File: src/verilog/gpio_bank_pkg.sv
// Package: register map, field layout and reset values for the pin bank
`default_nettype none
package gpio_bank_pkg;
    localparam int          NUM_PINS       = 12;
    localparam int          LOW_PINS       = 4;
    localparam int          HIGH_PINS      = 8;
    localparam logic [7:0]  OFS_CFG_LOW    = 8'h18;
    localparam logic [7:0]  OFS_CFG_HIGH   = 8'h1c;
    // Low register field positions
    localparam int          LOW_SEL_LSB    = 12;
    localparam int          LOW_DRV_LSB    = 8;
    localparam int          LOW_DIR_LSB    = 4;
    localparam int          LOW_VAL_LSB    = 0;
    // High register field positions
    localparam int          HIGH_SEL_LSB   = 24;
    localparam int          HIGH_DRV_LSB   = 16;
    localparam int          HIGH_DIR_LSB   = 8;
    localparam int          HIGH_VAL_LSB   = 0;
    // Fallback values when neither image source is present
    localparam logic [3:0]  RST_SEL_LOW    = 4'hf;
    localparam logic [7:0]  RST_SEL_HIGH   = 8'hff;
    localparam logic [11:0] RST_DRV        = 12'h000;
    localparam logic [11:0] RST_DIR        = 12'h000;
    localparam logic [11:0] RST_VAL        = 12'h000;
endpackage
`default_nettype wire

File: src/verilog/gpio_pin_config_bank.sv
// Module: configuration, drive and readback logic for twelve general purpose pins
// Summary of operation
// - Select bit zero gives a pin to general purpose control; low bits 15:12.
// - High register select bits 31:24, pin 4 at bit 24 up to pin 11.
// - Drive-type set is push/pull, clear is open-drain; low 11:8, high 23:16.
// - Direction set enables the output driver; low bits 7:4, pin 0 at bit 4.
// - High register direction bits 15:8, pin 4 at bit 8.
// - Push/pull output pins drive their value bit; open-drain outputs pull low on a clear bit and release on a set bit.
// - Reading a value bit returns the sampled pin level, not the stored value.
// - High register value bits 7:0, pin 4 at bit 0.
// - A pin is a wake or interrupt source only while it is an input.
// - A wake source also needs its enable in the wake control register.
// - Low select field resets to image, else OTP, else 0xf.
// - High select field resets to image, else OTP, else 0xff.
// - Drive, direction and value fields reset to image, else OTP, else zero.
// - Bus or light soft reset restores the last loaded image or fallback.
// - Value bit of an input pin follows the pin, so its reset value is undefined.
// - Protected resets leave every field unchanged while protection is on.
`default_nettype none
module gpio_pin_config_bank #(
    parameter int NPINS = gpio_bank_pkg::NUM_PINS
) (
    input  wire logic              clk,
    input  wire logic              nrst,
    input  wire logic [7:0]        addr,
    input  wire logic [31:0]       wdata,
    input  wire logic              wr,
    input  wire logic              rd,
    output logic      [31:0]       rdata,
    input  wire logic              eeprom_present,
    input  wire logic              otp_present,
    input  wire logic [4*NPINS-1:0] eeprom_image,
    input  wire logic [4*NPINS-1:0] otp_image,
    input  wire logic              image_load,
    input  wire logic              bus_reset,
    input  wire logic              light_soft_reset,
    input  wire logic              reset_protect,
    input  wire logic [NPINS-1:0]  wake_enable,
    input  wire logic [NPINS-1:0]  pin_in,
    output logic      [NPINS-1:0]  pin_out,
    output logic      [NPINS-1:0]  pin_oe_n,
    output logic      [NPINS-1:0]  gpio_mode,
    output logic      [NPINS-1:0]  irq_source,
    output logic      [NPINS-1:0]  wake_source
);
    // How the bank behaves, for whoever touches it next:
    // - Two registers share one configuration copy; the low word carries pins 0..3,
    //   the high word pins 4..11. Bits 31:16 of the low word have no storage.
    // - A stored image keeps the last loaded defaults so that a bus or light soft
    //   reset can put them back without another EEPROM or OTP fetch.
    // - An image load wins over a restore, and both win over a register write in the
    //   same cycle; software must not rely on a write that collides with either.
    // - While reset protection is high the restore request is ignored entirely.
    // - Pin levels arrive from the board with no relation to clk, so they pass two
    //   flops before the read path sees them; a pin change shows up in a read two
    //   cycles late at the earliest.
    // - Every pin output is registered, so a configuration change reaches the pins
    //   one cycle after it reaches the configuration copy.
    // - Pins handed to their alternate function are released here entirely.

    // Image layout: {select, drive, direction, value}, NPINS bits each
    typedef struct packed {
        logic [NPINS-1:0] sel;
        logic [NPINS-1:0] drv;
        logic [NPINS-1:0] dir;
        logic [NPINS-1:0] val;
    } cfg_s;

    typedef struct packed {
        cfg_s             cfg;
        cfg_s             image;
        logic [NPINS-1:0] sync1;
        logic [NPINS-1:0] sync2;
        logic [31:0]      rdata;
        logic [NPINS-1:0] pin_out;
        logic [NPINS-1:0] pin_oe_n;
        logic [NPINS-1:0] gpio_mode;
        logic [NPINS-1:0] irq_source;
        logic [NPINS-1:0] wake_source;
    } state_s;

    localparam int LP = gpio_bank_pkg::LOW_PINS;
    localparam int HP = gpio_bank_pkg::HIGH_PINS;

    state_s st;
    state_s next_st;
    cfg_s   fallback;
    cfg_s   loaded;
    cfg_s   after_wr;
    logic   restore;

    // Fallback image when no EEPROM or OTP is present
    always_comb begin
        fallback.sel = {gpio_bank_pkg::RST_SEL_HIGH, gpio_bank_pkg::RST_SEL_LOW};
        fallback.drv = gpio_bank_pkg::RST_DRV;
        fallback.dir = gpio_bank_pkg::RST_DIR;
        fallback.val = gpio_bank_pkg::RST_VAL;
    end

    // Image source priority: EEPROM, then OTP, then fixed values
    always_comb begin
        if (eeprom_present) begin
            loaded = cfg_s'(eeprom_image);
        end else if (otp_present) begin
            loaded = cfg_s'(otp_image);
        end else begin
            loaded = fallback;
        end
    end

    // Protected resets are blocked while retention is active
    assign restore = (bus_reset | light_soft_reset) & ~reset_protect;

    // Register writes into a copy of the configuration
    always_comb begin
        after_wr = st.cfg;
        if (wr && addr == gpio_bank_pkg::OFS_CFG_LOW) begin
            // Bits 31:16 of the low register are dropped
            after_wr.sel[LP-1:0] = wdata[gpio_bank_pkg::LOW_SEL_LSB +: LP];
            after_wr.drv[LP-1:0] = wdata[gpio_bank_pkg::LOW_DRV_LSB +: LP];
            after_wr.dir[LP-1:0] = wdata[gpio_bank_pkg::LOW_DIR_LSB +: LP];
            after_wr.val[LP-1:0] = wdata[gpio_bank_pkg::LOW_VAL_LSB +: LP];
        end else if (wr && addr == gpio_bank_pkg::OFS_CFG_HIGH) begin
            after_wr.sel[NPINS-1:LP] = wdata[gpio_bank_pkg::HIGH_SEL_LSB +: HP];
            after_wr.drv[NPINS-1:LP] = wdata[gpio_bank_pkg::HIGH_DRV_LSB +: HP];
            after_wr.dir[NPINS-1:LP] = wdata[gpio_bank_pkg::HIGH_DIR_LSB +: HP];
            after_wr.val[NPINS-1:LP] = wdata[gpio_bank_pkg::HIGH_VAL_LSB +: HP];
        end
    end

    // Next-state logic for the whole bank
    always_comb begin
        next_st       = st;
        next_st.sync1 = pin_in;
        next_st.sync2 = st.sync1;
        if (image_load) begin
            next_st.image = loaded;
            next_st.cfg   = loaded;
        end else if (restore) begin
            next_st.cfg = st.image;
        end else begin
            next_st.cfg = after_wr;
        end
        // Read data stands in the cycle after the strobe only
        next_st.rdata = 32'h0000_0000;
        if (rd && addr == gpio_bank_pkg::OFS_CFG_LOW) begin
            next_st.rdata[gpio_bank_pkg::LOW_SEL_LSB +: LP] = st.cfg.sel[LP-1:0];
            next_st.rdata[gpio_bank_pkg::LOW_DRV_LSB +: LP] = st.cfg.drv[LP-1:0];
            next_st.rdata[gpio_bank_pkg::LOW_DIR_LSB +: LP] = st.cfg.dir[LP-1:0];
            next_st.rdata[gpio_bank_pkg::LOW_VAL_LSB +: LP] = st.sync2[LP-1:0];
        end else if (rd && addr == gpio_bank_pkg::OFS_CFG_HIGH) begin
            next_st.rdata[gpio_bank_pkg::HIGH_SEL_LSB +: HP] = st.cfg.sel[NPINS-1:LP];
            next_st.rdata[gpio_bank_pkg::HIGH_DRV_LSB +: HP] = st.cfg.drv[NPINS-1:LP];
            next_st.rdata[gpio_bank_pkg::HIGH_DIR_LSB +: HP] = st.cfg.dir[NPINS-1:LP];
            next_st.rdata[gpio_bank_pkg::HIGH_VAL_LSB +: HP] = st.sync2[NPINS-1:LP];
        end
        // Pin drivers and source qualifiers, per pin
        for (int i = 0; i < NPINS; i++) begin
            next_st.gpio_mode[i] = ~st.cfg.sel[i];
            if (~st.cfg.sel[i] && st.cfg.dir[i]) begin
                if (st.cfg.drv[i]) begin
                    next_st.pin_out[i]  = st.cfg.val[i];
                    next_st.pin_oe_n[i] = 1'b0;
                end else begin
                    next_st.pin_out[i]  = 1'b0;
                    next_st.pin_oe_n[i] = st.cfg.val[i];
                end
            end else begin
                next_st.pin_out[i]  = 1'b0;
                next_st.pin_oe_n[i] = 1'b1;
            end
            next_st.irq_source[i]  = ~st.cfg.sel[i] & ~st.cfg.dir[i];
            next_st.wake_source[i] = ~st.cfg.sel[i] & ~st.cfg.dir[i] & wake_enable[i];
        end
    end

    // State register
    always_ff @(posedge clk or negedge nrst) begin
        if (!nrst) begin
            st          <= '0;
            st.cfg.sel  <= {gpio_bank_pkg::RST_SEL_HIGH, gpio_bank_pkg::RST_SEL_LOW};
            st.image.sel <= {gpio_bank_pkg::RST_SEL_HIGH, gpio_bank_pkg::RST_SEL_LOW};
            st.pin_oe_n <= '1;
        end else begin
            st <= next_st;
        end
    end

    assign rdata       = st.rdata;
    assign pin_out     = st.pin_out;
    assign pin_oe_n    = st.pin_oe_n;
    assign gpio_mode   = st.gpio_mode;
    assign irq_source  = st.irq_source;
    assign wake_source = st.wake_source;

    // Checks on the registered behaviour
    a_open_drain_high: assert property (@(posedge clk) disable iff (!nrst)
        (~pin_oe_n & pin_out & ~$past(st.cfg.drv)) == '0)
        else $error("open drain pin driven high");
    a_push_pull_drive: assert property (@(posedge clk) disable iff (!nrst)
        ($past(~st.cfg.sel[0] & st.cfg.dir[0] & st.cfg.drv[0]))
        |-> (!pin_oe_n[0] && pin_out[0] == $past(st.cfg.val[0])))
        else $error("push pull pin 0 wrong");
    a_od_release: assert property (@(posedge clk) disable iff (!nrst)
        ($past(st.cfg.dir[1] & ~st.cfg.drv[1] & ~st.cfg.sel[1]))
        |-> (!pin_out[1] && pin_oe_n[1] == $past(st.cfg.val[1])))
        else $error("open drain pin 1 wrong");
    a_input_released: assert property (@(posedge clk) disable iff (!nrst)
        $past(st.cfg.dir[2] == 1'b0) |-> pin_oe_n[2])
        else $error("input pin driven");
    a_irq_input: assert property (@(posedge clk) disable iff (!nrst)
        irq_source[5] |-> $past(st.cfg.dir[5] == 1'b0))
        else $error("output pin flagged as source");
    a_wake_enable: assert property (@(posedge clk) disable iff (!nrst)
        wake_source[3] |-> $past(wake_enable[3]) && irq_source[3])
        else $error("wake without enable");
    a_low_reserved: assert property (@(posedge clk) disable iff (!nrst)
        $past(rd) && $past(addr) == gpio_bank_pkg::OFS_CFG_LOW |-> rdata[31:16] == 16'h0000)
        else $error("low reserved bits nonzero");
    a_read_pin: assert property (@(posedge clk) disable iff (!nrst)
        rd && addr == gpio_bank_pkg::OFS_CFG_HIGH |=> rdata[7:0] == $past(st.sync2[11:4]))
        else $error("read value not pin level");
    a_high_write: assert property (@(posedge clk) disable iff (!nrst)
        wr && addr == gpio_bank_pkg::OFS_CFG_HIGH && !image_load && !restore
        |=> st.cfg.sel[11:4] == $past(wdata[31:24]))
        else $error("high select write lost");
    a_restore_image: assert property (@(posedge clk) disable iff (!nrst)
        restore && !image_load |=> st.cfg == $past(st.image))
        else $error("restore missed image");
    a_protect_hold: assert property (@(posedge clk) disable iff (!nrst)
        reset_protect && (bus_reset | light_soft_reset) && !wr && !image_load
        |=> $stable(st.cfg))
        else $error("protected field changed");

    // Alternate function pins are never driven from here
    a_alt_released: assert property (@(posedge clk) disable iff (!nrst)
        ($past(st.cfg.sel) & ~pin_oe_n) == '0)
        else $error("alternate function pin driven");

    // Input pins are never driven, on any pin
    a_inputs_released: assert property (@(posedge clk) disable iff (!nrst)
        ($past(~st.cfg.dir) & ~pin_oe_n) == '0)
        else $error("input pin driven");

    // Mode flag is the inverse of the select bit of the previous cycle
    a_mode_follow: assert property (@(posedge clk) disable iff (!nrst)
        gpio_mode == ~$past(st.cfg.sel))
        else $error("mode flag wrong");

    // Push/pull outputs always drive
    a_pp_enabled: assert property (@(posedge clk) disable iff (!nrst)
        ($past(~st.cfg.sel & st.cfg.dir & st.cfg.drv) & pin_oe_n) == '0)
        else $error("push pull pin released");

    // Push/pull outputs carry the written value bit
    a_pp_value: assert property (@(posedge clk) disable iff (!nrst)
        ($past(~st.cfg.sel & st.cfg.dir & st.cfg.drv) & (pin_out ^ $past(st.cfg.val))) == '0)
        else $error("push pull value wrong");

    // No output pin may be an interrupt source
    a_irq_outputs: assert property (@(posedge clk) disable iff (!nrst)
        (irq_source & $past(st.cfg.dir)) == '0)
        else $error("output pin flagged on some pin");

    // A wake source is always an interrupt source too
    a_wake_subset: assert property (@(posedge clk) disable iff (!nrst)
        (wake_source & ~irq_source) == '0)
        else $error("wake source not an input");

    // Read data is zero outside the cycle after a read strobe
    a_rdata_idle: assert property (@(posedge clk) disable iff (!nrst)
        !$past(rd) |-> rdata == 32'h0000_0000)
        else $error("read data outside read cycle");

    // Unmapped addresses read zero
    a_unmapped_read: assert property (@(posedge clk) disable iff (!nrst)
        $past(rd) && $past(addr) != gpio_bank_pkg::OFS_CFG_LOW
        && $past(addr) != gpio_bank_pkg::OFS_CFG_HIGH |-> rdata == 32'h0000_0000)
        else $error("unmapped read nonzero");

    // Unmapped writes leave the configuration alone
    a_unmapped_write: assert property (@(posedge clk) disable iff (!nrst)
        wr && addr != gpio_bank_pkg::OFS_CFG_LOW && addr != gpio_bank_pkg::OFS_CFG_HIGH
        && !image_load && !restore |=> $stable(st.cfg))
        else $error("unmapped write changed configuration");

    // Low register write lands in the low pins' fields
    a_low_write: assert property (@(posedge clk) disable iff (!nrst)
        wr && addr == gpio_bank_pkg::OFS_CFG_LOW && !image_load && !restore
        |=> st.cfg.sel[3:0] == $past(wdata[15:12]) && st.cfg.drv[3:0] == $past(wdata[11:8])
        && st.cfg.dir[3:0] == $past(wdata[7:4]) && st.cfg.val[3:0] == $past(wdata[3:0]))
        else $error("low write lost");

    // High register direction and value fields land on pins 4 to 11
    a_high_fields: assert property (@(posedge clk) disable iff (!nrst)
        wr && addr == gpio_bank_pkg::OFS_CFG_HIGH && !image_load && !restore
        |=> st.cfg.dir[11:4] == $past(wdata[15:8]) && st.cfg.val[11:4] == $past(wdata[7:0])
        && st.cfg.drv[11:4] == $past(wdata[23:16]))
        else $error("high fields write lost");

    // High register read returns the configuration fields
    a_high_read: assert property (@(posedge clk) disable iff (!nrst)
        rd && addr == gpio_bank_pkg::OFS_CFG_HIGH |=> rdata[31:8] ==
        $past({st.cfg.sel[11:4], st.cfg.drv[11:4], st.cfg.dir[11:4]}))
        else $error("high read fields wrong");

    // Low register value bits read the sampled pin level
    a_low_pin_read: assert property (@(posedge clk) disable iff (!nrst)
        rd && addr == gpio_bank_pkg::OFS_CFG_LOW |=> rdata[3:0] == $past(st.sync2[3:0]))
        else $error("low read value not pin level");

    // EEPROM image has first claim on the defaults
    a_load_eeprom: assert property (@(posedge clk) disable iff (!nrst)
        image_load && eeprom_present |=> st.cfg == cfg_s'($past(eeprom_image))
        && st.image == st.cfg)
        else $error("eeprom image not loaded");

    // OTP image is used when no EEPROM is present
    a_load_otp: assert property (@(posedge clk) disable iff (!nrst)
        image_load && !eeprom_present && otp_present |=> st.cfg == cfg_s'($past(otp_image)))
        else $error("otp image not loaded");

    // Fixed values when neither source is present
    a_load_fixed: assert property (@(posedge clk) disable iff (!nrst)
        image_load && !eeprom_present && !otp_present
        |=> st.cfg.sel == 12'hfff && st.cfg.drv == 12'h000 && st.cfg.dir == 12'h000)
        else $error("fallback values not loaded");

    // The stored image only changes on a load
    a_image_hold: assert property (@(posedge clk) disable iff (!nrst)
        !image_load |=> $stable(st.image))
        else $error("stored image changed without load");
endmodule
`default_nettype wire

File: config.mk
export PLATFORM = sky130hd
export DESIGN_NAME = gpio_pin_config_bank
export DESIGN_NICKNAME = d
export VERILOG_FILES = /design/src/verilog/gpio_bank_pkg.sv /design/src/verilog/gpio_pin_config_bank.sv
export SDC_FILE = /design/constraint.sdc
export NUM_CORES = 1
export LEC_CHECK = 0
export ABC_AREA = 1
export BUFFER_PORTS_ARGS = -buffer_cell sky130_fd_sc_hd__buf_2
export CAP_MARGIN = 20
export CORE_MARGIN = 2
export CORE_UTILIZATION = 48
export CTS_CLUSTER_SIZE = 14
export DETAILED_ROUTE_END_ITERATION = 16
export PLACE_DENSITY = 0.78
export SLEW_MARGIN = 20
export SYNTH_ARGS = -nofsm -noshare
export SYNTH_HDL_FRONTEND = slang
export SYNTH_SLANG_ARGS = --single-unit
File: constraint.sdc
create_clock -name clk -period 0.9 [get_ports clk]
set_input_delay 0.135 -clock clk [delete_from_list [all_inputs] [get_ports clk]]
set_output_delay 0.135 -clock clk [all_outputs]
set_load 0.05 [all_outputs]
==> load_flow_metrics.sql, run 1 <==
INSERT INTO impl_metrics (metric_group, metric, value, unit) VALUES
('timing', 'fin_worst_skew', '0.0212', 'ns'),
('worst_setup_path', 'crit_path_top_delay_cell', 'dfstp_2', ''),
('clock_tree', 'cts-root-to-sink-buffers', '3', ''),
('floorplanning', 'die-height', '146', 'microns'),
('timing', 'slew_of_the_pin_with_the_lowest_slew_margin', '0.510', 'ns'),
('yosys', 'synthesis.nets', '1318', ''),
('run_status', 'status', 'complete, but fails checks', ''),
('power_and_ir_drop', 'internal_power', '18.0', 'mW'),
('timing', 'final-max-slew-violation-count', '0', ''),
('worst_setup_path', 'worst_path_largest_cell_delay', '0.54', 'ns'),
('timing', 'post_route_worst_hold_slack', '-0.0124', 'ns'),
('timing', 'worst_slack', '-0.434', 'ns'),
('floorplanning', 'die_area', '21400', 'sq um'),
('global_route', 'gr-usage-all-layers', '0.269', ''),
('worst_hold_path', 'worstHoldPathCells', '5', ''),
('global_route', 'antenna_found_initial', '1', ''),
('floorplanning', 'effective_utilization_at_floorplan', '0.485', ''),
('placement', 'place.port_buffers', '261', ''),
('clock_tree', 'tritoncts', 'done', ''),
('worst_setup_path', 'critical_path_peak_fanout', '1', ''),
('placement', 'dpl-instance-area', '11400', 'sq um'),
('routing', 'route.detailed.wl_per_inst', '16.6', 'microns'),
('yosys', 'postSynthCellCount', '1148', ''),
('yosys', 'post_synth_num_cell_types', '27', ''),
('placement', 'post-dp-hpwl', '19.1', 'mm'),
('worst_setup_path', 'reg2reg_depth', '4', ''),
('clock_tree', 'cts_root_buf', 'clkbuf_16', ''),
('worst_setup_path', 'critical_path.startpoint', 'pin_oe_n[0]$_DFF_PN1_', ''),
('yosys', 'ys_ff_latch', '212', ''),
('routing', 'vias', '8788', ''),
('timing', 'timing.final.crit_period', '1.33', 'ns'),
('worst_setup_path', 'critical_path.endpoint_type', 'primary output', ''),
('yosys', 'synth.yosys.seq_area_share', '0.550', ''),
('power_and_ir_drop', 'peakVddDrop', '0.874', 'mV'),
('worst_setup_path', 'kind_of_cell_with_the_highest_combined_delay_on_the_critical_path', 'flip-flops', ''),
('power_and_ir_drop', 'design_power_total', '25.8', 'mW'),
('clock_tree', 'cts_sinks', '212', ''),
('power_and_ir_drop', 'power_per_cell_area', '1830', 'nW/um^2'),
('power_and_ir_drop', 'power.share.sequential', '0.440', ''),
('floorplanning', 'placeableCoreArea', '20000', 'sq um'),
('worst_setup_path', 'critical_path.n_buffers_inverters', '1', ''),
('run_status', 'violations', 'negative hold slack, negative setup slack', ''),
('routing', 'postRouteAntennaNets', '0', ''),
('clock_tree', 'reg_clk_slew_reported_paths', '0.06', 'ns'),
('worst_setup_path', 'cp_cell_sequence', 'buf_8', ''),
('yosys', 'cell_area_synth', '9720', 'sq um'),
('final_layout', 'n_fill_cell', '1458', ''),
('global_route', 'maximum_number_of_pins_on_one_net_before_global_route_repair', '40', ''),
('clock_tree', 'cts-buffers-inserted', '22', ''),
('worst_setup_path', 'setup.worst_path.start_class', 'flop', ''),
('timing', 'timing.final.hold_violations', '1', ''),
('routing', 'drt_pass1_iterations', '8', ''),
('power_and_ir_drop', 'p_switching', '7.79', 'mW'),
('timing', 'worst_slew_margin_rel', '0.660', ''),
('power_and_ir_drop', 'power.share.clock', '0.340', ''),
('routing', 'drt-initial-drc-count', '653', ''),
('timing', 'finalSetupViolCount', '117', ''),
('power_and_ir_drop', 'comb_power_share', '0.220', ''),
('flow_run', 'max_cap_violations', '0', ''),
('worst_setup_path', 'path_class', 'flop to primary output', ''),
('floorplanning', 'die_w', '146', 'microns'),
('worst_setup_path', 'worst_ep_arrival_time', '1.20', 'ns'),
('final_layout', 'drive_gt1_frac', '0.385', ''),
('power_and_ir_drop', 'switching_power_share_of_the_total', '0.302', ''),
('global_route', 'grt_overflow_total', '0', ''),
('routing', 'detail_route.drc_violations', '0', ''),
('power_and_ir_drop', 'cellLeakagePower', '7.45', 'nW'),
('final_layout', 'area.growth.synth_to_final', '45.3', '%'),
('worst_setup_path', 'setup.reg_to_reg.worst_slack', '-0.10', 'ns'),
('clock_tree', 'clk-insertion-delay-late', '0.51', 'ns'),
('final_layout', 'nets', '1650', '');
==> routing by layer <==
layer	up-vias	part of all wire	global-route usage
li1	4172	-	-
met1	4180	0.41	0.359
met2	368	0.50	0.457
met3	68	0.058	0.0406
met4	0	0.029	0.0811
met5	-	0	0
==> state kept, by name, summed over array words and instances (netlist names) <==
| name | cells |
|---|---|
| st | 108 |
| rdata | 32 |
| gpio_mode | 12 |
| irq_source | 12 |
| next_st | 12 |
| pin_oe_n | 12 |
| pin_out | 12 |
| wake_source | 12 |
==> Yosys cell counts <==
| cell | number | area share |
|---|---|---|
| nand2_1 | 438 | 0.17 |
| dfrtp_1 | 176 | 0.45 |
| nand3_1 | 152 | 0.078 |
| buf_4 | 95 | 0.073 |
| nor2_1 | 70 | 0.027 |
| inv_1 | 53 | 0.020 |
| dfstp_2 | 36 | 0.097 |
| buf_2 | 31 | 0.016 |
| o21ai_0 | 26 | 0.013 |
| nor3b_1 | 12 | 0.0093 |
| o21ai_1 | 10 | 0.0051 |
| clkbuf_1 | 9 | 0.0035 |
| nor3_1 | 8 | 0.0041 |
| buf_6 | 6 | 0.0069 |
| a31oi_1 | 4 | 0.0026 |
| buf_1 | 4 | 0.0015 |
| nand2_2 | 4 | 0.0026 |
| nor2_8 | 3 | 0.0062 |
| inv_2 | 2 | 0.00077 |
| nor2_4 | 2 | 0.0023 |
| clkbuf_2 | 1 | 0.00051 |
| nand2_4 | 1 | 0.0012 |
| nand3_2 | 1 | 0.0010 |
| nand3_4 | 1 | 0.0018 |
| nand4_2 | 1 | 0.0013 |
| nor2_2 | 1 | 0.00064 |
| o21ai_2 | 1 | 0.00090 |
==> power by group through the flow <==
stage	sequential, mW	clock (mW)	combinational, mW
2_1_floorplan	11.1	0	3.15
3_3_place_gp	11.3	0	4.37
3_5_place_dp	11.3	0	4.46
4_1_cts	11.3	8.90	5.33
5_1_grt	11.4	9.33	6.09
6_report	11.4	8.79	5.67
==> metrics by stage <==
step	TNS [ns]	utilization	std cells
2_1_floorplan	-1.57	-	1148
3_3_place_gp	-26.62	0.568	1621
3_5_place_dp	-29.28	0.568	1621
4_1_cts	-28.45	0.686	1756
5_1_grt	-31.22	0.705	1766
6_report	-27.57	0.705	1766
==> worst min-delay path: stages <==
cell and delay [ns]:
buf_2 0.08, nand3_1 0.08, nand2_2 0.07, nand2_2 0.05, nand2_1 0.05
==> worst min path at each step <==
stage / endpoint / startpoint / slack, ns
final: st[133]$_DFFE_PN0P_ / otp_image[17] / -0.01
after global placement: st[150]$_DFFE_PN0P_ / nrst / 0.01
after CTS: st[137]$_DFFE_PN0P_ / eeprom_image[21] / -0.02
after global routing: st[133]$_DFFE_PN0P_ / otp_image[17] / 0.009
after detailed placement: st[150]$_DFFE_PN0P_ / nrst / 0.01
after floorplan: gpio_mode[0]$_DFF_PN0_ / nrst / -0.16
==> final cells by class <==
type	count	area, sq um	share of cell area
Sequential cell	212	5360	0.379
Multi-Input combinational cell	735	3590	0.254
Inverter	55	240	0.0170
Antenna cell	1	2.50	0.000177
Timing Repair Buffer	454	3900	0.276
Clock buffer	29	607	0.0429
Clock inverter	10	92.6	0.00655
Tap cell	270	338	0.0239
==> layout by cell type (no fill, tap or decap), types with 2 or more instances in the layout <==
cell type and instances:
nand2_1 380, dfrtp_1 168, buf_2 168, nand3_1 132, buf_6 95, dlygate4sd3_1 89, buf_4 70, nor2_1 59
nand2_2 57, inv_1 37, dfstp_2 36, clkbuf_16 22, o21ai_1 21, buf_12 19, nand3_2 16, o21ai_0 15
inv_2 12, nor2_2 11, buf_8 11, nor3b_1 8, dfrtp_2 8, nor3_2 7, nand3_4 6, clkinv_2 6
nand2_4 5, inv_4 4, nor3b_2 4, a31oi_1 4, clkbuf_1 4, nor2_8 3, nor2_4 3, clkbuf_8 3
dlymetal6s4s_1 2
==> kinds of logic after synthesis <==
| family | share of synthesized area |
|---|---|
| AOI/OAI and AO/OA | 0.0220 |
| DFF | 0.550 |
| buffers and inverters | 0.123 |
| and+or+nand+nor | 0.305 |
==> timing repair <==
item / 4_1_cts / 5_1_grt
gates resized for setup: 237 / 98
pin swaps: 33 / 40
setup endpoints to repair: 128 / 155
hold buffers: 91 / 0
buffers inserted: 5 / 10
hold endpoints to repair: 269 / 0
(Power assumes the default switching activity.)
==> run 2: changes to the inputs <==
--- a/config.mk
+++ b/config.mk
@@ -9,10 +9,10 @@
 export BUFFER_PORTS_ARGS = -buffer_cell sky130_fd_sc_hd__buf_2
 export CAP_MARGIN = 20
 export CORE_MARGIN = 2
-export CORE_UTILIZATION = 48
+export CORE_UTILIZATION = 53
 export CTS_CLUSTER_SIZE = 14
 export DETAILED_ROUTE_END_ITERATION = 16
-export PLACE_DENSITY = 0.78
+export PLACE_DENSITY = 0.81
 export SLEW_MARGIN = 20
 export SYNTH_ARGS = -nofsm -noshare
 export SYNTH_HDL_FRONTEND = slang
==> constraint.sdc (replaced) <==
create_clock -name clk -period 1.3 [get_ports clk]
set_input_delay 0.195 -clock clk [delete_from_list [all_inputs] [get_ports clk]]
set_output_delay 0.195 -clock clk [all_outputs]
set_load 0.05 [all_outputs]
==> run 2 against run 1 <==
  * The run ends with negative setup slack left
  * Clock-buffer cell count rose by 5
  * Clock skew is 0.013 ns lower
  * Worst hold slack improved by 0.031 ns
  * Global-route usage down 1.0 points
  * Combinational power down 46%
  * Sequential share of layout area is 6.7 points higher
  * Die area fell by 9.2%
  * Final cell count is 9.4% lower
  * Flip-flop and latch count did not move
==> load_flow_metrics.sql, run 2 (synthesis results as in run 1) <==
INSERT INTO impl_metrics (metric_group, metric, value, unit) VALUES
('final_layout', 'max_reg_flops', '108', ''),
('power_and_ir_drop', 'design_power_total', '16.5', 'mW'),
('timing', 'rsz0062_at_grt', 'true', ''),
('timing', 'worst_slack', '-0.0746', 'ns'),
('worst_setup_path', 'cp_cell_sequence', 'buf_6', ''),
('worst_setup_path', 'critical_path_peak_fanout', '1', ''),
('placement', 'place.port_buffers', '261', ''),
('routing', 'route.detailed.wl_per_inst', '15.8', 'microns'),
('worst_setup_path', 'path_class', 'flop to primary output', ''),
('timing', 'fin_worst_skew', '0.00826', 'ns'),
('run_status', 'status', 'complete, but fails checks', ''),
('power_and_ir_drop', 'power_per_cell_area', '1380', 'nW/um^2'),
('global_route', 'maximum_number_of_pins_on_one_net_before_global_route_repair', '69', ''),
('power_and_ir_drop', 'peakVddDrop', '1.09', 'mV'),
('worst_hold_path', 'min-delay-path-class', 'primary input to flop', ''),
('clock_tree', 'tritoncts', 'done', ''),
('floorplanning', 'rows', '49', ''),
('timing', 'finalCritPeriodShare', '1.06', ''),
('floorplanning', 'effective_utilization_at_floorplan', '0.541', ''),
('worst_setup_path', 'critPathRequiredTime', '1.11', 'ns'),
('global_route', 'grt_overflow_total', '0', ''),
('routing', 'routed_via_density', '5.07', ''),
('worst_setup_path', 'kind_of_cell_with_the_highest_combined_delay_on_the_critical_path', 'flip-flops', ''),
('clock_tree', 'cts_sinks', '212', ''),
('worst_setup_path', 'setup.worst_path.start_class', 'flop', ''),
('final_layout', 'number_of_diodes_added_for_antenna_fixing', '0', ''),
('timing', 'slew_of_the_pin_with_the_lowest_slew_margin', '0.352', 'ns'),
('global_route', 'gr-usage-all-layers', '0.258', ''),
('placement', 'finalWeightedCongestion', '0.832', ''),
('timing', 'totalNegativeSetupSlack', '-0.726', 'ns'),
('power_and_ir_drop', 'cellLeakagePower', '6.65', 'nW'),
('worst_setup_path', 'worst_path_largest_cell_delay', '0.55', 'ns'),
('clock_tree', 'cts_root_buf', 'clkbuf_16', ''),
('clock_tree', 'cts_max_level', '1', ''),
('run_status', 'violations', 'negative setup slack', ''),
('worst_setup_path', 'critical_path.endpoint_type', 'primary output', ''),
('worst_setup_path', 'critical_path.n_buffers_inverters', '1', ''),
('timing', 'post_route_worst_hold_slack', '0.0185', 'ns'),
('routing', 'postRouteAntennaNets', '0', ''),
('timing', 'worst_slew_margin_rel', '0.763', ''),
('flow_run', 'max_cap_violations', '0', ''),
('routing', 'vias', '8117', ''),
('floorplanning', 'die_w', '139', 'microns'),
('clock_tree', 'cts-root-to-sink-buffers', '3', ''),
('routing', 'drt-initial-drc-count', '566', ''),
('final_layout', 'layout.cells.non_filler', '1600', ''),
('floorplanning', 'die_area', '19400', 'sq um'),
('timing', 'timing.final.hold_violations', '0', ''),
('routing', 'drt_pass1_iterations', '6', ''),
('routing', 'drt_wl_total', '25.2', 'mm'),
('floorplanning', 'die-height', '139', 'microns'),
('final_layout', 'drive_gt1_frac', '0.279', ''),
('final_layout', 'nets', '1529', ''),
('global_route', 'grt_first_pass_wirelength', '40.4', 'mm'),
('timing', 'max_freq', '728', 'MHz'),
('floorplanning', 'placeableCoreArea', '18000', 'sq um'),
('final_layout', 'commonest_non_fill_non_tap_cells_in_the_layout', 'nand2_1, buf_2, dfrtp_1', ''),
('timing', 'timing.final.crit_period', '1.37', 'ns'),
('final_layout', 'final_common_cell', 'nand2_1', ''),
('global_route', 'antenna_found_initial', '0', ''),
('global_route', 'first_global_vias', '7859', ''),
('placement', 'post-dp-hpwl', '18.2', 'mm'),
('floorplanning', 'io_pins', '262', ''),
('timing', 'final-max-slew-violation-count', '0', ''),
('routing', 'detail_route.drc_violations', '0', ''),
('clock_tree', 'clk-insertion-delay-late', '0.49', 'ns'),
('final_layout', 'largest-register', 'st', ''),
('worst_setup_path', 'worst_ep_arrival_time', '1.18', 'ns'),
('timing', 'finalSetupViolCount', '12', ''),
('final_layout', 'area.growth.synth_to_final', '23.3', '%'),
('placement', 'placed_cells', '1533', ''),
('clock_tree', 'postCtsSetupRepairBufs', '0', ''),
('clock_tree', 'reg_clk_slew_reported_paths', '0.06', 'ns'),
('clock_tree', 'cts-buffers-inserted', '21', ''),
('worst_setup_path', 'crit_path_top_delay_cell', 'dfstp_2', '');
[run 2: cell count changes in the layout (fill, tap and decap cells not counted), moves of 11 or more]
cell,change
o21ai_0,+11
clkbuf_4,+22
buf_6,-93
nand3_2,-15
buf_4,-32
nand3_1,+20
nand2_2,-53
nand2_1,+58
nor2_1,+11
o21ai_1,-11
inv_1,+16
dlygate4sd3_1,-57
buf_2,+46
[run 2: tightest hold or removal path: stages]
cell and delay (ns):
buf_2 0.07, o21ai_0 0.12, nand2_1 0.08
[run 2: final cells by class]
class | count | area [sq um]
multi-input combinational | 735 | 3180
clock inverter | 1 | 5.00
inverter | 55 | 206
fill | 1468 | 5980
sequential | 212 | 5350
clock buffer | 34 | 634
timing repair buffer | 334 | 2320
tap | 229 | 287
[run 2: per-stage QoR]
stage          setup slack (ns)  area (sq um)  utilization
2_1_floorplan             0.232          9720            -
3_5_place_dp            -0.0563         10800        0.602
5_1_grt                  -0.107         12000        0.667
4_1_cts                 -0.0968         11900        0.663
6_report                -0.0746         12000        0.667
3_3_place_gp            -0.0109         10800        0.602
[run 2: routing by layer]
metal  wire [microns]  global-route usage  vias up  part of all wire
li1                 -                   -     3927                 -
met1            11000               0.366     3829              0.44
met2            12000               0.423      322              0.47
met3             1750              0.0392       39             0.069
met4              470              0.0643        0             0.019
met5                0                   0        -                 0
[run 2: worst paths after layout]
check                                           start                      to  slack [ns]  cells past startpoint
worst max-delay path            pin_oe_n[8]$_DFF_PN1_             pin_oe_n[8]       -0.07                      1
max in group asynchronous                        nrst  gpio_mode[9]$_DFF_PN0_        0.50                      3
worst min register to register  next_st[99]$_DFF_PN0_        st[99]$_DFF_PN0_        0.35                      0
worst max register to register    st[202]$_DFFE_PN1P_   pin_oe_n[2]$_DFF_PN1_        0.27                      4
min in group asynchronous                        nrst     st[149]$_DFFE_PN0P_        0.19                      2
worst min-delay path                    otp_image[41]     st[157]$_DFFE_PN1P_        0.02                      3
[run 2: power by group]
group / total [mW] / internal, mW / switching, mW
combinational: 3.04 / 1.05 / 1.98
clock: 5.68 / 3.31 / 2.37
sequential: 7.79 / 7.30 / 0.491
total: 16.5 / 11.7 / 4.85
[run 2: what timing repair did]
item                       in CTS  in global routing
hold endpoints to repair      220                  0
cloned                          0                  0
hold buffers                   32                  0
setup endpoints to repair      21                 37
gates resized for setup        43                 30
==> run 3: changes to the inputs <==
--- a/config.mk
+++ b/config.mk
@@ -9,10 +9,10 @@
 export BUFFER_PORTS_ARGS = -buffer_cell sky130_fd_sc_hd__buf_2
 export CAP_MARGIN = 20
 export CORE_MARGIN = 2
-export CORE_UTILIZATION = 53
+export CORE_UTILIZATION = 35
 export CTS_CLUSTER_SIZE = 14
 export DETAILED_ROUTE_END_ITERATION = 16
-export PLACE_DENSITY = 0.81
+export PLACE_DENSITY_LB_ADDON = 0.12
 export SLEW_MARGIN = 20
 export SYNTH_ARGS = -nofsm -noshare
 export SYNTH_HDL_FRONTEND = slang
==> run 3 against run 2 <==
  * Final area up 5.7%
  * Largest cell class unchanged
  * The run still ends with negative setup slack left
  * Clock-buffer cell count increased by 4
  * Non-clock buffer count grew 16
  * Final cell count is 11% higher
  * Die area rose by 50%
  * Fmax decreased by 2.5%
==> load_flow_metrics.sql, run 3 (synthesis results as in run 1) <==
INSERT INTO impl_metrics (metric_group, metric, value, unit) VALUES
('run_status', 'status', 'complete, but fails checks', ''),
('run_status', 'violations', 'negative setup slack', ''),
('worst_setup_path', 'setup.worst_path.start_class', 'flop', ''),
('final_layout', 'commonest_non_fill_non_tap_cells_in_the_layout', 'nand2_1, dfrtp_1, buf_2', ''),
('worst_setup_path', 'critical_path.endpoint_type', 'primary output', ''),
('global_route', 'antenna_found_initial', '0', ''),
('worst_hold_path', 'min-delay-path-class', 'primary input to flop', ''),
('timing', 'worst_slack', '-0.110', 'ns'),
('power_and_ir_drop', 'cellLeakagePower', '6.85', 'nW'),
('final_layout', 'postLayoutCoreUtil', '0.460', ''),
('worst_setup_path', 'critPathRequiredTime', '1.11', 'ns'),
('global_route', 'gr-usage-met2', '0.283', ''),
('final_layout', 'multi_input_comb_area', '3180', 'sq um'),
('worst_setup_path', 'reg2reg_from', 'st[201]$_DFFE_PN1P_', ''),
('worst_setup_path', 'critical_path.n_buffers_inverters', '1', ''),
('final_layout', 'final-seq-area', '5350', 'sq um'),
('flow_run', 'max_cap_violations', '0', ''),
('clock_tree', 'clk-insertion-delay-late', '0.51', 'ns'),
('worst_hold_path', 'worstHoldEndpoint', 'st[144]$_DFFE_PN0P_', ''),
('placement', 'preCtsSetupSlack', '-0.0808', 'ns'),
('worst_setup_path', 'path_class', 'flop to primary output', ''),
('timing', 'fin_worst_skew', '0.0130', 'ns'),
('worst_setup_path', 'cp_cell_sequence', 'buf_8', ''),
('global_route', 'grt_overflow_total', '0', ''),
('worst_setup_path', 'timing.rr.end', 'st[201]$_DFFE_PN1P_', ''),
('floorplanning', 'effective_utilization_at_floorplan', '0.353', ''),
('final_layout', 'design_area', '12700', 'sq um'),
('worst_setup_path', 'crit_path_top_delay_cell', 'dfstp_2', ''),
('floorplanning', 'die_w', '171', 'microns'),
('timing', 'finalSetupViolCount', '12', ''),
('clock_tree', 'cts_root_buf', 'clkbuf_16', ''),
('global_route', 'gr-usage-all-layers', '0.189', ''),
('worst_setup_path', 'reg2reg_depth', '3', ''),
('floorplanning', 'die_area', '29100', 'sq um'),
('worst_setup_path', 'worst_path_largest_cell_delay', '0.56', 'ns'),
('global_route', 'grt_most_used_layer', 'met1', ''),
('floorplanning', 'placeableCoreArea', '27600', 'sq um'),
('floorplanning', 'rows', '61', ''),
('worst_setup_path', 'kind_of_cell_with_the_highest_combined_delay_on_the_critical_path', 'flip-flops', ''),
('final_layout', 'drive_gt1_frac', '0.289', ''),
('timing', 'timing.final.hold_violations', '0', ''),
('worst_hold_path', 'hold_path.startpoint', 'eeprom_image[28]', ''),
('worst_setup_path', 'worst_ep_arrival_time', '1.21', 'ns'),
('clock_tree', 'reg_clk_slew_reported_paths', '0.06', 'ns'),
('final_layout', 'area.growth.synth_to_final', '30.3', '%'),
('global_route', 'met1_usage', '0.291', ''),
('power_and_ir_drop', 'peakVddDrop', '0.933', 'mV'),
('timing', 'timing.final.crit_period', '1.41', 'ns'),
('final_layout', 'nets', '1548', ''),
('clock_tree', 'cts_sinks', '212', ''),
('worst_setup_path', 'critical_path_peak_fanout', '1', ''),
('routing', 'routed_via_density', '4.47', ''),
('clock_tree', 'cts-buffers-inserted', '24', ''),
('timing', 'worst_slew_margin_rel', '0.709', ''),
('clock_tree', 'cts-root-to-sink-buffers', '3', ''),
('routing', 'drt-initial-drc-count', '399', ''),
('timing', 'final-max-slew-violation-count', '0', ''),
('final_layout', 'n_fill_cell', '2751', ''),
('final_layout', 'number_of_diodes_added_for_antenna_fixing', '0', ''),
('routing', 'detail_route.drc_violations', '0', ''),
('routing', 'drt_pass1_iterations', '5', ''),
('global_route', 'grt_first_pass_wirelength', '42.7', 'mm'),
('global_route', 'first_global_vias', '7621', ''),
('global_route', 'maximum_number_of_pins_on_one_net_before_global_route_repair', '81', ''),
('timing', 'finalCritPeriodShare', '1.08', ''),
('clock_tree', 'tritoncts', 'done', ''),
('power_and_ir_drop', 'power_per_cell_area', '1420', 'nW/um^2'),
('placement', 'place.port_buffers', '261', ''),
('final_layout', 'max_reg_flops', '108', ''),
('timing', 'rsz0062_at_grt', 'true', ''),
('placement', 'finalWeightedCongestion', '0.769', ''),
('floorplanning', 'die-height', '171', 'microns'),
('timing', 'max_freq', '709', 'MHz'),
('final_layout', 'largest-register', 'st', ''),
('routing', 'vias', '7935', ''),
('clock_tree', 'cts_max_level', '1', ''),
('final_layout', 'final_common_cell', 'nand2_1', ''),
('placement', 'post-dp-hpwl', '20.3', 'mm'),
('worst_setup_path', 'setup.reg_to_reg.worst_slack', '0.20', 'ns'),
('placement', 'dpl-instance-area', '11100', 'sq um'),
('routing', 'route.detailed.wl_per_inst', '15.5', 'microns'),
('worst_setup_path', 'critical_path.startpoint', 'pin_oe_n[11]$_DFF_PN1_', ''),
('routing', 'drt_wl_total', '27.5', 'mm'),
('routing', 'postRouteAntennaNets', '0', ''),
('global_route', 'gr-usage-met3', '0.0243', ''),
('floorplanning', 'io_pins', '262', ''),
('timing', 'slew_of_the_pin_with_the_lowest_slew_margin', '0.436', 'ns'),
('worst_hold_path', 'worstHoldPathCells', '5', '');
## run 3: final cells by class
| type | count | area share |
|---|---|---|
| clock inverter | 6 | 0.00652 |
| timing repair buffer | 350 | 0.208 |
| inverter | 55 | 0.0163 |
| multi-input combinational | 735 | 0.251 |
| tap | 378 | 0.0373 |
| clock buffer | 38 | 0.0588 |
| sequential | 212 | 0.422 |
## run 3: stage by stage
| step | instances | hold WS, ns | total power, mW | TNS, ns |
|---|---|---|---|---|
| CTS | 1774 | 0.00205 | 18.2 | -1.32 |
| finish | 1774 | 0.0135 | 18.0 | -1.04 |
| global route | 1774 | 0.0266 | 18.9 | -1.45 |
| detailed placement | 1692 | 0.172 | 10.8 | -1.44 |
| floorplan | 1148 | -0.101 | 9.81 | 0 |
| global placement | 1692 | 0.169 | 10.8 | -1.13 |
## run 3: repair_timing
action	in CTS	in global routing
hold buffers	38	0
buffers inserted	0	0
endpoints found under the hold margin	235	0
setup endpoints to repair	61	49
pin swaps	0	0
resized for setup	90	50
## run 3: worst max path at each step
stage / to / slack (ns) / cells past startpoint
after CTS: pin_oe_n[11] / -0.14 / 1
after global placement: st[190]$_DFFE_PN0P_ / -0.08 / 8
after floorplan: st[169]$_DFFE_PN0P_ / 0.23 / 7
final: pin_oe_n[11] / -0.11 / 1
after global routing: pin_oe_n[11] / -0.14 / 1
after detailed placement: st[167]$_DFFE_PN0P_ / -0.08 / 8
## run 3: routing by layer
layer  wire [microns]  vias up
li1                 -     3969
met1            13900     3688
met2            11700      250
met3             1540       28
met4              377        0
met5                0        -
## run 3: power by group
part | leakage [nW] | switching (mW) | internal [mW]
clock | 0.406 | 2.67 | 4.31
sequential | 2.62 | 0.504 | 7.31
combinational | 3.82 | 2.01 | 1.17
total | 6.85 | 5.18 | 12.8
